$ cat config.mk
export PLATFORM = sky130hd
export DESIGN_NAME = clprg_top
export DESIGN_NICKNAME = d
export VERILOG_FILES = /design/src/rtl/clprg_pkg.sv /design/src/rtl/clprg_srn_bank.sv /design/src/rtl/clprg_top.sv
export VERILOG_INCLUDE_DIRS = /design/src /design/src/rtl
export SDC_FILE = /design/constraint.sdc
export NUM_CORES = 1
export LEC_CHECK = 0
export BUFFER_PORTS_ARGS = -buffer_cell sky130_fd_sc_hd__buf_2
export CORE_MARGIN = 3
export CORE_UTILIZATION = 56
export CTS_BUF_LIST = sky130_fd_sc_hd__clkbuf_4 sky130_fd_sc_hd__clkbuf_8
export DETAILED_ROUTE_END_ITERATION = 12
export HOLD_SLACK_MARGIN = 0.08
export PLACE_DENSITY_LB_ADDON = 0.2
export SLEW_MARGIN = 20
export SYNTH_ARGS = -nofsm -noshare
export SYNTH_HDL_FRONTEND = slang
export SYNTH_HIERARCHICAL = 1
export SYNTH_SLANG_ARGS = --single-unit
$ cat constraint.sdc
create_clock -name clk_i -period 3.1 [get_ports clk_i]
set_clock_uncertainty 0.2 [all_clocks]
set_input_delay 0.465 -clock clk_i [delete_from_list [all_inputs] [get_ports clk_i]]
set_output_delay 0.465 -clock clk_i [all_outputs]
set_load 0.01 [all_outputs]
$ cat src/rtl/clprg_defs.svh
// Constants of the CPU low-power request gate: sizes, offsets, fields, timing
`ifndef CLPRG_DEFS_SVH
`define CLPRG_DEFS_SVH

// ==========================================================================
// Sizes
`define CLPRG_NCPU 2
`define CLPRG_NSRN 8
`define CLPRG_IDX_W 3

// ==========================================================================
// Register byte offsets
`define CLPRG_OFS_PMC0 8'h00
`define CLPRG_OFS_MODE 8'h10
`define CLPRG_OFS_LWR0 8'h20
`define CLPRG_OFS_ISTAT 8'h30
`define CLPRG_OFS_IMASK 8'h34
`define CLPRG_OFS_SRN_BASE 8'h40
`define CLPRG_SRN_SPAN 3'h2

// ==========================================================================
// Service request node fields
`define CLPRG_SRN_TOS_BIT 0
`define CLPRG_SRN_SRE_BIT 1
`define CLPRG_SRN_SRR_BIT 2
`define CLPRG_SRN_CLR_BIT 3
`define CLPRG_SRN_SET_BIT 4

// ==========================================================================
// Mode, winner and interrupt status fields
`define CLPRG_MODE_SLEEP_BIT 4
`define CLPRG_MODE_STBY_BIT 5
`define CLPRG_LWR_VLD_BIT 8
`define CLPRG_EV_WAKE_LSB 0
`define CLPRG_EV_REF_LSB 2
`define CLPRG_EV_SYS_BIT 4
`define CLPRG_EV_W 5

// ==========================================================================
// Reset values and timing
`define CLPRG_RST_MASK 5'h00
`define CLPRG_APPLY_RELOAD 3'h3

`endif

$ cat src/rtl/clprg_pkg.sv
// Types shared by the CPU low-power request gate modules
`include "clprg_defs.svh"
package clprg_pkg;
	typedef logic [7:0] clprg_adr_t;
	typedef logic [`CLPRG_NCPU-1:0] clprg_cpu_vec_t;
	typedef logic [`CLPRG_NSRN-1:0] clprg_srn_vec_t;
	typedef logic [`CLPRG_IDX_W-1:0] clprg_idx_t;
	typedef logic [`CLPRG_NCPU-1:0][`CLPRG_IDX_W-1:0] clprg_win_t;
	typedef logic [4:0] clprg_srn_wdat_t;
	typedef logic [`CLPRG_EV_W-1:0] clprg_ev_t;

	typedef enum logic [1:0] {
		CLPRG_REQ_RUN = 2'b00,
		CLPRG_REQ_IDLE = 2'b01,
		CLPRG_REQ_SLEEP = 2'b10,
		CLPRG_REQ_STANDBY = 2'b11
	} clprg_req_t;

	typedef enum logic [1:0] {
		CLPRG_CS_RUN = 2'b00,
		CLPRG_CS_APPLY = 2'b01,
		CLPRG_CS_IDLE = 2'b10
	} clprg_cpu_st_t;

	typedef struct packed {
		clprg_srn_vec_t target_cpu_select;
		clprg_srn_vec_t request_enable_bit;
		clprg_srn_vec_t request_pending_flag;
		clprg_cpu_vec_t pend;
		clprg_win_t win;
		clprg_cpu_vec_t win_vld;
	} clprg_bank_st_t;

	typedef struct packed {
		logic ack;
		logic [31:0] dat;
		logic irq;
		clprg_req_t [`CLPRG_NCPU-1:0] req;
		clprg_cpu_st_t [`CLPRG_NCPU-1:0] st;
		logic [`CLPRG_NCPU-1:0][2:0] cnt;
		clprg_cpu_vec_t wdt_prev;
		clprg_ev_t stat;
		clprg_ev_t mask;
		clprg_cpu_vec_t idle;
		logic sys_sleep;
		logic sys_standby;
	} clprg_top_st_t;
endpackage

$ cat src/rtl/clprg_srn_bank.sv
// Service request nodes with registered per-CPU pending and winner outputs
`timescale 1ns/1ps
module clprg_srn_bank (
	input wire logic clk_i,
	input wire logic rst_i,
	input wire clprg_pkg::clprg_srn_vec_t trig_i,
	input wire logic wr_i,
	input wire clprg_pkg::clprg_idx_t wr_idx_i,
	input wire clprg_pkg::clprg_srn_wdat_t wr_dat_i,
	output clprg_pkg::clprg_srn_vec_t tos_o,
	output clprg_pkg::clprg_srn_vec_t sre_o,
	output clprg_pkg::clprg_srn_vec_t srr_o,
	output clprg_pkg::clprg_cpu_vec_t pend_o,
	output clprg_pkg::clprg_win_t win_o,
	output clprg_pkg::clprg_cpu_vec_t win_vld_o
);
	import clprg_pkg::*;

	clprg_bank_st_t s, n;

	// ======================================================================
	// Pending test, ignoring priority and CPU acceptance
	function automatic logic pend_for(input logic target_cpu_select, input logic request_enable_bit, input logic request_pending_flag,
			input int cpu);
		return request_pending_flag && request_enable_bit && (int'(target_cpu_select) == cpu);
	endfunction

	always_comb begin
		n = s;
		for (int i = 0; i < `CLPRG_NSRN; i++) begin
			if (wr_i && wr_idx_i == `CLPRG_IDX_W'(i)) begin
				n.target_cpu_select[i] = wr_dat_i[`CLPRG_SRN_TOS_BIT];
				n.request_enable_bit[i] = wr_dat_i[`CLPRG_SRN_SRE_BIT];
				if (wr_dat_i[`CLPRG_SRN_CLR_BIT]) begin
					n.request_pending_flag[i] = 1'b0;
				end
			end
			// Set wins over clear; flag holds after the trigger is gone
			if (trig_i[i] || (wr_i && wr_idx_i == `CLPRG_IDX_W'(i)
					&& wr_dat_i[`CLPRG_SRN_SET_BIT])) begin
				n.request_pending_flag[i] = 1'b1;
			end
		end
		for (int c = 0; c < `CLPRG_NCPU; c++) begin
			n.pend[c] = 1'b0;
			n.win_vld[c] = 1'b0;
			n.win[c] = '0;
			// Lowest numbered node wins; scan downward so it is written last
			for (int i = `CLPRG_NSRN - 1; i >= 0; i--) begin
				if (pend_for(s.target_cpu_select[i], s.request_enable_bit[i], s.request_pending_flag[i], c)) begin
					n.pend[c] = 1'b1;
					n.win_vld[c] = 1'b1;
					n.win[c] = `CLPRG_IDX_W'(i);
				end
			end
		end
	end

	always_ff @(posedge clk_i) begin
		if (rst_i) begin
			s <= '0;
		end else begin
			s <= n;
		end
	end

	assign tos_o = s.target_cpu_select;
	assign sre_o = s.request_enable_bit;
	assign srr_o = s.request_pending_flag;
	assign pend_o = s.pend;
	assign win_o = s.win;
	assign win_vld_o = s.win_vld;
endmodule

$ cat src/rtl/clprg_top.sv
// CPU low-power request gate: idle/sleep/standby entry and wake-up logic
// Functional notes
// - No idle entry while CPU interrupt pending
// - Idle holds until wake event, pending included
// - Pending means target match, enable, flag set
// - Flag set by trigger or set-request write
// - Latched enabled request stays pending after trigger
// - Pending check ignores priority and CPU enable
// - Interrupt before or with request blocks entry
// - Interrupt, or watchdog bit rise once idle, clears field
// - Request write during pending is discarded
// - System low power only when all CPUs idle
// - Mode applies several cycles after accepted write
`timescale 1ns/1ps
module clprg_top (
	input wire logic clk_i,
	input wire logic rst_i,
	input wire clprg_pkg::clprg_adr_t wb_adr_i,
	input wire logic [31:0] wb_dat_i,
	input wire logic wb_we_i,
	input wire logic [3:0] wb_sel_i,
	input wire logic wb_cyc_i,
	input wire logic wb_stb_i,
	output logic [31:0] wb_dat_o,
	output logic wb_ack_o,
	input wire clprg_pkg::clprg_srn_vec_t periph_trig_i,
	input wire clprg_pkg::clprg_cpu_vec_t wdt_bit15_i,
	output logic irq_o,
	output clprg_pkg::clprg_cpu_vec_t cpu_idle_o,
	output logic sys_sleep_o,
	output logic sys_standby_o
);
	import clprg_pkg::*;

	clprg_top_st_t s, n;
	clprg_srn_vec_t target_cpu_select, request_enable_bit, request_pending_flag;
	clprg_cpu_vec_t pend, win_vld;
	clprg_win_t win;
	clprg_ev_t ev;
	logic acc;
	logic wr;
	logic srn_hit;
	logic all_idle;
	logic sleep_req;
	logic stby_req;
	logic [31:0] rd;

	// ======================================================================
	// Address decode helpers
	function automatic logic hit_cpu(input clprg_adr_t a, input clprg_adr_t base, input int c);
		return a == 8'(base + 8'(4 * c));
	endfunction

	function automatic logic is_low_req(input clprg_req_t r);
		return r == CLPRG_REQ_SLEEP || r == CLPRG_REQ_STANDBY;
	endfunction

	// ======================================================================
	// Bus qualifiers; ack rises one cycle after the strobe and drops next
	assign acc = wb_cyc_i & wb_stb_i & ~s.ack;
	assign wr = acc & wb_we_i & wb_sel_i[0];
	assign srn_hit = wb_adr_i[7:5] == `CLPRG_SRN_SPAN;

	clprg_srn_bank u_bank (
		.clk_i(clk_i),
		.rst_i(rst_i),
		.trig_i(periph_trig_i),
		.wr_i(wr & srn_hit),
		.wr_idx_i(wb_adr_i[4:2]),
		.wr_dat_i(wb_dat_i[4:0]),
		.tos_o(target_cpu_select),
		.sre_o(request_enable_bit),
		.srr_o(request_pending_flag),
		.pend_o(pend),
		.win_o(win),
		.win_vld_o(win_vld)
	);

	// ======================================================================
	// Read mux; unmapped addresses read zero
	always_comb begin
		rd = 32'h0;
		if (srn_hit) begin
			rd[`CLPRG_SRN_TOS_BIT] = target_cpu_select[wb_adr_i[4:2]];
			rd[`CLPRG_SRN_SRE_BIT] = request_enable_bit[wb_adr_i[4:2]];
			rd[`CLPRG_SRN_SRR_BIT] = request_pending_flag[wb_adr_i[4:2]];
		end
		if (wb_adr_i == `CLPRG_OFS_MODE) begin
			rd[`CLPRG_NCPU-1:0] = s.idle;
			rd[`CLPRG_MODE_SLEEP_BIT] = s.sys_sleep;
			rd[`CLPRG_MODE_STBY_BIT] = s.sys_standby;
		end
		if (wb_adr_i == `CLPRG_OFS_ISTAT) begin
			rd[`CLPRG_EV_W-1:0] = s.stat;
		end
		if (wb_adr_i == `CLPRG_OFS_IMASK) begin
			rd[`CLPRG_EV_W-1:0] = s.mask;
		end
		for (int c = 0; c < `CLPRG_NCPU; c++) begin
			if (hit_cpu(wb_adr_i, `CLPRG_OFS_PMC0, c)) begin
				rd[1:0] = s.req[c];
			end
			if (hit_cpu(wb_adr_i, `CLPRG_OFS_LWR0, c)) begin
				rd[`CLPRG_IDX_W-1:0] = win[c];
				rd[`CLPRG_LWR_VLD_BIT] = win_vld[c];
			end
		end
	end

	// ======================================================================
	// Next-state logic
	always_comb begin
		n = s;
		ev = '0;
		n.ack = acc;
		n.dat = 32'h0;
		if (acc && !wb_we_i) begin
			n.dat = rd;
		end
		for (int c = 0; c < `CLPRG_NCPU; c++) begin
			n.wdt_prev[c] = wdt_bit15_i[c];
			unique case (s.st[c])
				CLPRG_CS_RUN: begin
					if (wr && hit_cpu(wb_adr_i, `CLPRG_OFS_PMC0, c)
							&& clprg_req_t'(wb_dat_i[1:0]) != CLPRG_REQ_RUN) begin
						if (pend[c]) begin
							// Field keeps run value
							ev[`CLPRG_EV_REF_LSB + c] = 1'b1;
						end else begin
							n.req[c] = clprg_req_t'(wb_dat_i[1:0]);
							n.st[c] = CLPRG_CS_APPLY;
							n.cnt[c] = `CLPRG_APPLY_RELOAD;
						end
					end
				end
				CLPRG_CS_APPLY: begin
					// CPU still executes; late interrupt aborts the entry
					if (pend[c]) begin
						n.req[c] = CLPRG_REQ_RUN;
						n.st[c] = CLPRG_CS_RUN;
						ev[`CLPRG_EV_REF_LSB + c] = 1'b1;
					end else if (s.cnt[c] == 3'h0) begin
						n.st[c] = CLPRG_CS_IDLE;
						n.idle[c] = 1'b1;
					end else begin
						n.cnt[c] = s.cnt[c] - 3'h1;
					end
				end
				CLPRG_CS_IDLE: begin
					// Stays idle until interrupt or watchdog bit rises
					if (pend[c] || (wdt_bit15_i[c] && !s.wdt_prev[c])) begin
						n.req[c] = CLPRG_REQ_RUN;
						n.st[c] = CLPRG_CS_RUN;
						n.idle[c] = 1'b0;
						ev[`CLPRG_EV_WAKE_LSB + c] = 1'b1;
					end
				end
				default: begin
					n.st[c] = CLPRG_CS_RUN;
					n.req[c] = CLPRG_REQ_RUN;
					n.idle[c] = 1'b0;
				end
			endcase
		end

		// System mode needs every CPU idle and nothing pending anywhere
		all_idle = &n.idle;
		sleep_req = 1'b0;
		stby_req = 1'b0;
		for (int c = 0; c < `CLPRG_NCPU; c++) begin
			if (n.idle[c] && is_low_req(n.req[c])) begin
				sleep_req = sleep_req | (n.req[c] == CLPRG_REQ_SLEEP);
				stby_req = stby_req | (n.req[c] == CLPRG_REQ_STANDBY);
			end
		end
		n.sys_standby = all_idle & ~(|pend) & stby_req;
		n.sys_sleep = all_idle & ~(|pend) & sleep_req & ~stby_req;
		ev[`CLPRG_EV_SYS_BIT] = (n.sys_sleep | n.sys_standby)
			& ~(s.sys_sleep | s.sys_standby);

		// Interrupt status: write one to clear, new event wins
		if (wr && wb_adr_i == `CLPRG_OFS_ISTAT) begin
			n.stat = s.stat & ~wb_dat_i[`CLPRG_EV_W-1:0];
		end
		n.stat = n.stat | ev;
		if (wr && wb_adr_i == `CLPRG_OFS_IMASK) begin
			n.mask = wb_dat_i[`CLPRG_EV_W-1:0];
		end
		n.irq = |(n.stat & n.mask);
	end

	always_ff @(posedge clk_i) begin
		if (rst_i) begin
			s <= '0;
			s.mask <= `CLPRG_RST_MASK;
		end else begin
			s <= n;
		end
	end

	assign wb_dat_o = s.dat;
	assign wb_ack_o = s.ack;
	assign irq_o = s.irq;
	assign cpu_idle_o = s.idle;
	assign sys_sleep_o = s.sys_sleep;
	assign sys_standby_o = s.sys_standby;
endmodule
==> flow_metrics.env, run 1 <==
export IMPL_start_util_pct=59.1
export IMPL_vias_per_cell=5.87
export IMPL_start_kind="input port"
export IMPL_fin_cells=592
export IMPL_tns_ps=0
export IMPL_hold_end="u_bank/srr_o[4]$_SDFFE_PP0P_"
export IMPL_synth_cell_types=75
export IMPL_n_fill_cell=615
export IMPL_io_pin_count=97
export IMPL_cts_hold_buf=0
export IMPL_finalSetupViolations=0
export IMPL_outcome="finished, final reports clean"
export IMPL_ant_nets=0
export IMPL_postCtsSetupBuffers=0
export IMPL_synth_seq_cells=71
export IMPL_htree_levels=3
export IMPL_die_area_sq_um=8390
export IMPL_drtPass1Iterations=4
export IMPL_timing_final_crit_share_pct=80.7
export IMPL_cp_required_ps=3100
export IMPL_synth_edff_count=0
export IMPL_grt_ovfl_total=0
export IMPL_dp_worst_setup_slack_ps=242
export IMPL_ctsResizeCount=0
export IMPL_cp_data_arrival_time_ps=2500
export IMPL_synth_main_ff_cell="dfxtp_1"
export IMPL_root_buffer="clkbuf_8"
export IMPL_dp_cells=576
export IMPL_track_usage_pct=23.6
export IMPL_slowest_delay_ps=660
export IMPL_clock_sinks=71
export IMPL_gp_congestion=0.926
export IMPL_p_leak_uw=0.00167
export IMPL_yosysSeqAreaShare_pct=34.6
export IMPL_clk_path_buf_depth=2
export IMPL_relSlewSlack_pct=42.0
export IMPL_area_delta_synth_final_pct=5.82
export IMPL_num_nets_final=554
export IMPL_die_w_um=91.6
export IMPL_numPortBuffers=41
export IMPL_placed_area_sq_um=4170
export IMPL_syn_area_sq_um=4100
export IMPL_grt_pass1_wl_mm=15.9
export IMPL_clk_pin_slew_ps=80
export IMPL_chipHeight_um=91.6
export IMPL_cts_tree="built"
export IMPL_crit_type="in -> reg"
export IMPL_netlist_instances=467
export IMPL_cp_cell_sequence="buf_2, or4_1, nor4_4, nor4b_1, a211oi_4, nand2_1, a32o_1, o2bb2ai_1"
export IMPL_ff2ff_path_depth=7
export IMPL_synthArstFlopShare_pct=0
export IMPL_clock_latency_ps=340
export IMPL_drt_wl_total_mm=9.74
export IMPL_tightest_slew_ps=863
export IMPL_hold_class="in -> reg"
export IMPL_slowest_stage="or4_1"
export IMPL_numCtsBuffers=9
export IMPL_period_minus_slack_ps=2500
export IMPL_rsz0062_at_grt="false"
export IMPL_grt_pass1_vias=3174
export IMPL_hold_start="periph_trig_i[4]"
export IMPL_crit_path_max_fanout=12
export IMPL_placeableCoreArea_sq_um=6940
export IMPL_drive_gt1_share_pct=18.8
export IMPL_hold_depth=3
export IMPL_wl_per_cell_um=16.4
export IMPL_syn_area_per_cell_sq_um=8.79
export IMPL_fin_total_pwr_uw=1720
export IMPL_drc=0
export IMPL_yosys_warnings=6
export IMPL_reg2reg_from="wb_ack_o$_SDFF_PP0_"
export IMPL_power_density_nw_per_um2=397
export IMPL_reg2reg_to="irq_o$_SDFF_PP0_"
export IMPL_antenna_cells=0
export IMPL_stdcell_area_sq_um=4340
export IMPL_worst_r2r_setup_slack_ps=610
export IMPL_vias=3475
export IMPL_fmax_mhz=400
export IMPL_hold_violations=0
export IMPL_layout_setup_ws_ps=599
export IMPL_drt_iter0_drc=231
export IMPL_hpwl_mm=7.10
export IMPL_rows=30
export IMPL_cap_viol_max_count=0
export IMPL_antenna_found_initial=0
export IMPL_slew_viol_final=0
export IMPL_critical_path_endpoint_type="flip-flop"
export IMPL_grt_max_degree=46
export IMPL_vdd_ir_drop_worst_mv=0.242
==> per-layer routing <==
metal	wire (um)	vias to the layer above	GRT usage (%)
met3	634	12	5.63
met2	4500	131	37.8
met4	143	0	6.66
met5	0	-	0
li1	-	1674	-
met1	4460	1658	31.6
==> cells by family after synthesis <==
group | Yosys count | share of synthesized area [%]
xor+xnor | 2 | 0.427
simple gates | 204 | 28.5
flops | 71 | 34.6
fa+ha+maj | 4 | 1.22
compound gates | 85 | 15.1
mux | 25 | 8.48
buf+inv | 75 | 11.6
other cells | 1 | 0.0914
==> cell type report <==
| cell class | count | area, sq um | area share, % |
|---|---|---|---|
| Clock buffer | 10 | 138 | 3.17 |
| Clock inverter | 6 | 36.3 | 0.836 |
| Inverter | 13 | 48.8 | 1.12 |
| Multi-Input combinational cell | 345 | 2300 | 52.9 |
| Sequential cell | 71 | 1420 | 32.7 |
| Tap cell | 96 | 120 | 2.77 |
| Timing Repair Buffer | 51 | 280 | 6.46 |
==> synth_stat cells, drive strengths merged (4+ instances only) <==
master / number / share of area [%]
nor4b: 4 / 1.2
inv: 13 / 1.2
nand4b: 4 / 0.85
a21oi: 22 / 2.7
ha: 4 / 1.2
and4b: 4 / 1.2
nor3b: 4 / 0.73
nor4: 9 / 2.6
buf: 49 / 9.2
clkbuf: 13 / 1.2
a221oi: 9 / 2.4
nor2b: 10 / 1.7
nor2: 59 / 5.5
a211oi: 4 / 1.0
mux2i: 19 / 4.6
dfxtp: 71 / 35
nand2: 50 / 4.6
mux4: 6 / 3.8
o21ai: 11 / 1.3
nand3: 10 / 1.2
a22oi: 4 / 0.73
nor3: 22 / 2.9
a31oi: 5 / 0.76
==> through the flow <==
stage	hold WS, ps	utilization (%)
3_5_place_dp	263	60.0
5_1_grt	127	62.5
2_1_floorplan	218	-
4_1_cts	120	62.5
3_3_place_gp	255	60.0
6_report	135	62.5
==> how the worst max path moves through the flow <==
| stage | from | to | slack, ps | cells after the start |
|---|---|---|---|---|
| 3_3_place_gp | wb_adr_i[5] | irq_o$_SDFF_PP0_ | 240 | 8 |
| 4_1_cts | wb_adr_i[5] | irq_o$_SDFF_PP0_ | 600 | 8 |
| 3_5_place_dp | wb_adr_i[5] | irq_o$_SDFF_PP0_ | 240 | 8 |
| 6_report | wb_adr_i[5] | irq_o$_SDFF_PP0_ | 600 | 8 |
| 5_1_grt | wb_ack_o$_SDFF_PP0_ | irq_o$_SDFF_PP0_ | 410 | 7 |
| 2_1_floorplan | wb_adr_i[3] | s[13]$_SDFF_PP0_ | 500 | 9 |
==> flip-flops by register name, indices dropped and copies added, names as in the netlist <==
name	flops
u_bank/sre_o	8
u_bank/tos_o	8
wb_dat_o	7
s	26
u_bank/win_o	6
sys_sleep_o	1
u_bank/win_vld_o	2
irq_o	1
cpu_idle_o	2
wb_ack_o	1
u_bank/srr_o	8
sys_standby_o	1
==> power by group <==
part           switching (uW)  internal, uW  total, uW  leakage [uW]
combinational            93.0          46.3        139       0.00101
sequential               9.80           921        931      0.000575
clock                     347           308        655     0.0000918
total                     450          1270       1720       0.00167
==> critical path, delay by kind of cell <==
kind	cells	cell delay, ps
AND/OR/NAND/NOR	4	1220
buffers and inverters	1	180
AO/OA/AOI/OAI	3	640
==> layout by cell type, fill, tap and decap left out, types with 4 or more instances in the layout <==
cell	netlist	routed
mux2i_1	19	19
ha_1	4	4
o21ai_0	11	11
buf_4	38	10
nand4b_1	4	4
nor3_1	20	20
conb_1	1	25
nor4_1	5	5
clkbuf_8	0	10
a21oi_1	22	22
buf_2	4	41
clkinv_2	0	4
nor3b_1	4	4
nand3_1	10	10
a221oi_1	6	6
a22oi_1	4	4
nor2b_1	9	9
dfxtp_1	71	71
a31oi_1	5	5
inv_1	13	13
mux4_1	6	6
nand2_1	50	50
nor2_1	58	58
No activity file was read; power rests on OpenSTA's default activity.
==> run 2, diff against run 1 <==
Settings changed: CORE_UTILIZATION 56 to 50.
Clock period 3.1 ns to 2 ns, I/O delays scaled along.
==> run 2 against run 1 <==
Against the previous run:
- clock power up 53%
- cell area up 20%
- sequential share of layout area down 5.5 points
- sequential power up 55%
- via count up 11%
- register-to-register slack worse by 660 ps
- critical path depth unchanged
- worst hold slack worse by 17 ps
- setup slack worse by 650 ps
- the run now ends with negative setup slack left
- sequential cell count unchanged
- die area up 11%
- critical path type unchanged
- critical endpoint unchanged
==> flow_metrics.env, run 2 (same netlist as run 1, synthesis figures left out) <==
export IMPL_drtPass1Iterations=5
export IMPL_grt_pass1_wl_mm=17.5
export IMPL_violations="negative setup slack"
export IMPL_crit_type="in -> reg"
export IMPL_numCtsBuffers=9
export IMPL_rows=32
export IMPL_htree_levels=3
export IMPL_clock_latency_ps=340
export IMPL_gp_congestion=0.940
export IMPL_dp_worst_setup_slack_ps=-411
export IMPL_p_sw_uw=712
export IMPL_ant_nets=0
export IMPL_hold_class="in -> reg"
export IMPL_cp_required_ps=2020
export IMPL_period_minus_slack_ps=2050
export IMPL_timing_final_crit_share_pct=103
export IMPL_p_leak_uw=0.00215
export IMPL_clk_pin_slew_ps=70
export IMPL_drive_gt1_share_pct=34.1
export IMPL_wl_per_cell_um=16.9
export IMPL_root_buffer="clkbuf_8"
export IMPL_hpwl_mm=8.46
export IMPL_cp_data_arrival_time_ps=2080
export IMPL_clk_path_buf_depth=2
export IMPL_antenna_found_initial=0
export IMPL_start_util_pct=52.3
export IMPL_numPortBuffers=41
export IMPL_rsz0062_at_grt="true"
export IMPL_power_density_nw_per_um2=524
export IMPL_slew_viol_final=0
export IMPL_die_area_sq_um=9330
export IMPL_clock_sinks=71
export IMPL_start_kind="input port"
export IMPL_finish_utilization_pct=66.5
export IMPL_vdd_ir_drop_worst_mv=0.342
export IMPL_antenna_cells=0
export IMPL_combPwrFrac_pct=10.6
export IMPL_io_pin_count=97
export IMPL_grt_max_degree=58
export IMPL_vias_per_cell=5.65
export IMPL_drt_wl_total_mm=11.5
export IMPL_holdWs_ps=118
export IMPL_vias=3853
export IMPL_largest_reg_flops=26
export IMPL_crit_path_max_fanout=5
export IMPL_layout_setup_ws_ps=-54.3
export IMPL_p_int_uw=2030
export IMPL_final_common_cell="buf_4"
export IMPL_hold_violations=0
export IMPL_cap_viol_max_count=0
export IMPL_grt_pass1_vias=3510
export IMPL_num_nets_final=641
export IMPL_finalSetupViolations=11
export IMPL_regMostFlops="s"
export IMPL_final_cell_mix="buf_4, dfxtp_1, nor2_1"
export IMPL_swShare_pct=26.0
export IMPL_placeableCoreArea_sq_um=7850
export IMPL_critical_path_endpoint_type="flip-flop"
export IMPL_outcome="finished with violations"
export IMPL_cts_tree="built"
export IMPL_grt_ovfl_total=0
export IMPL_power_frac_seq_pct=52.8
export IMPL_chipHeight_um=96.6
export IMPL_drc=0
export IMPL_area_delta_synth_final_pct=27.3
export IMPL_fin_total_pwr_uw=2740
export IMPL_drt_iter0_drc=218
export IMPL_pwr_share_clk_pct=36.6
export IMPL_fmax_mhz=487
export IMPL_track_usage_pct=24.6
export IMPL_die_w_um=96.6
## run 2: changes by cell type in the layout (fill, tap and decap cells not counted), moves of 3 or more
cell,change
buf_6,+7
buf_4,+68
nor2_1,-3
a21oi_2,+3
nand2_2,+6
nand2_1,-6
dlygate4sd3_1,+10
a21oi_1,-3
a221oi_1,-5
a221oi_2,+5
buf_12,+3
## run 2: per-layer routing
layer / track usage (%) / vias up / routed length [um]
met5: 0 / - / 0
met4: 8.29 / 0 / 176
met3: 4.34 / 21 / 732
met2: 42.7 / 152 / 5700
met1: 30.8 / 1826 / 4910
li1: - / 1854 / -
## run 2: stage by stage
| step | instances | setup TNS, ps | area [sq um] |
|---|---|---|---|
| floorplan | 491 | -1590 | 4300 |
| global placement | 646 | -6020 | 4770 |
| detailed placement | 646 | -7250 | 4770 |
| CTS | 670 | -233 | 5060 |
| global route | 682 | -1590 | 5220 |
| finish | 682 | -348 | 5220 |
## run 2: final cells by class
class                           count  area (sq um)
Tap cell                          102           128
Timing Repair Buffer              138          1020
Inverter                           13          48.8
Fill cell                         654          2630
Sequential cell                    71          1420
Multi-Input combinational cell    345          2440
Clock inverter                      2          10.0
Clock buffer                       11           145
## run 2: worst max-delay path, cell delays in order
cell and delay, ps:
buf_2 120, or4_4 590, nor4_4 270, nor4b_2 110, a211oi_4 180, nand2_1 80, a32o_1 290, o2bb2ai_1 120
## run 2: final timing paths
| kind | start | end | slack (ps) | cells after the start |
|---|---|---|---|---|
| setup / recovery | wb_adr_i[3] | irq_o$_SDFF_PP0_ | -50 | 8 |
| hold / removal | wb_we_i | wb_dat_o[5]$_SDFF_PP0_ | 120 | 2 |
| setup reg to reg | wb_ack_o$_SDFF_PP0_ | sys_sleep_o$_SDFF_PP0_ | -50 | 9 |
| hold reg to reg | u_bank/win_o[3]$_SDFF_PP0_ | wb_dat_o[0]$_SDFF_PP0_ | 260 | 2 |
## run 2: repair_timing
| action | 4_1_cts | 5_1_grt |
|---|---|---|
| buffers inserted | 1 | 12 |
| setup endpoints to repair | 13 | 22 |
| pin swaps | 4 | 10 |
| endpoints found under the hold margin | 10 | 0 |
| hold buffers | 10 | 0 |
| resized for setup | 8 | 19 |
## run 2: power groups by stage
stage               clock network (uW)  logic (uW)  registers [uW]
finish                            1000         291            1440
global route                      1070         312            1450
CTS                               1000         276            1440
detailed placement                   0         258            1480
global placement                     0         254            1480
floorplan                            0         192            1470
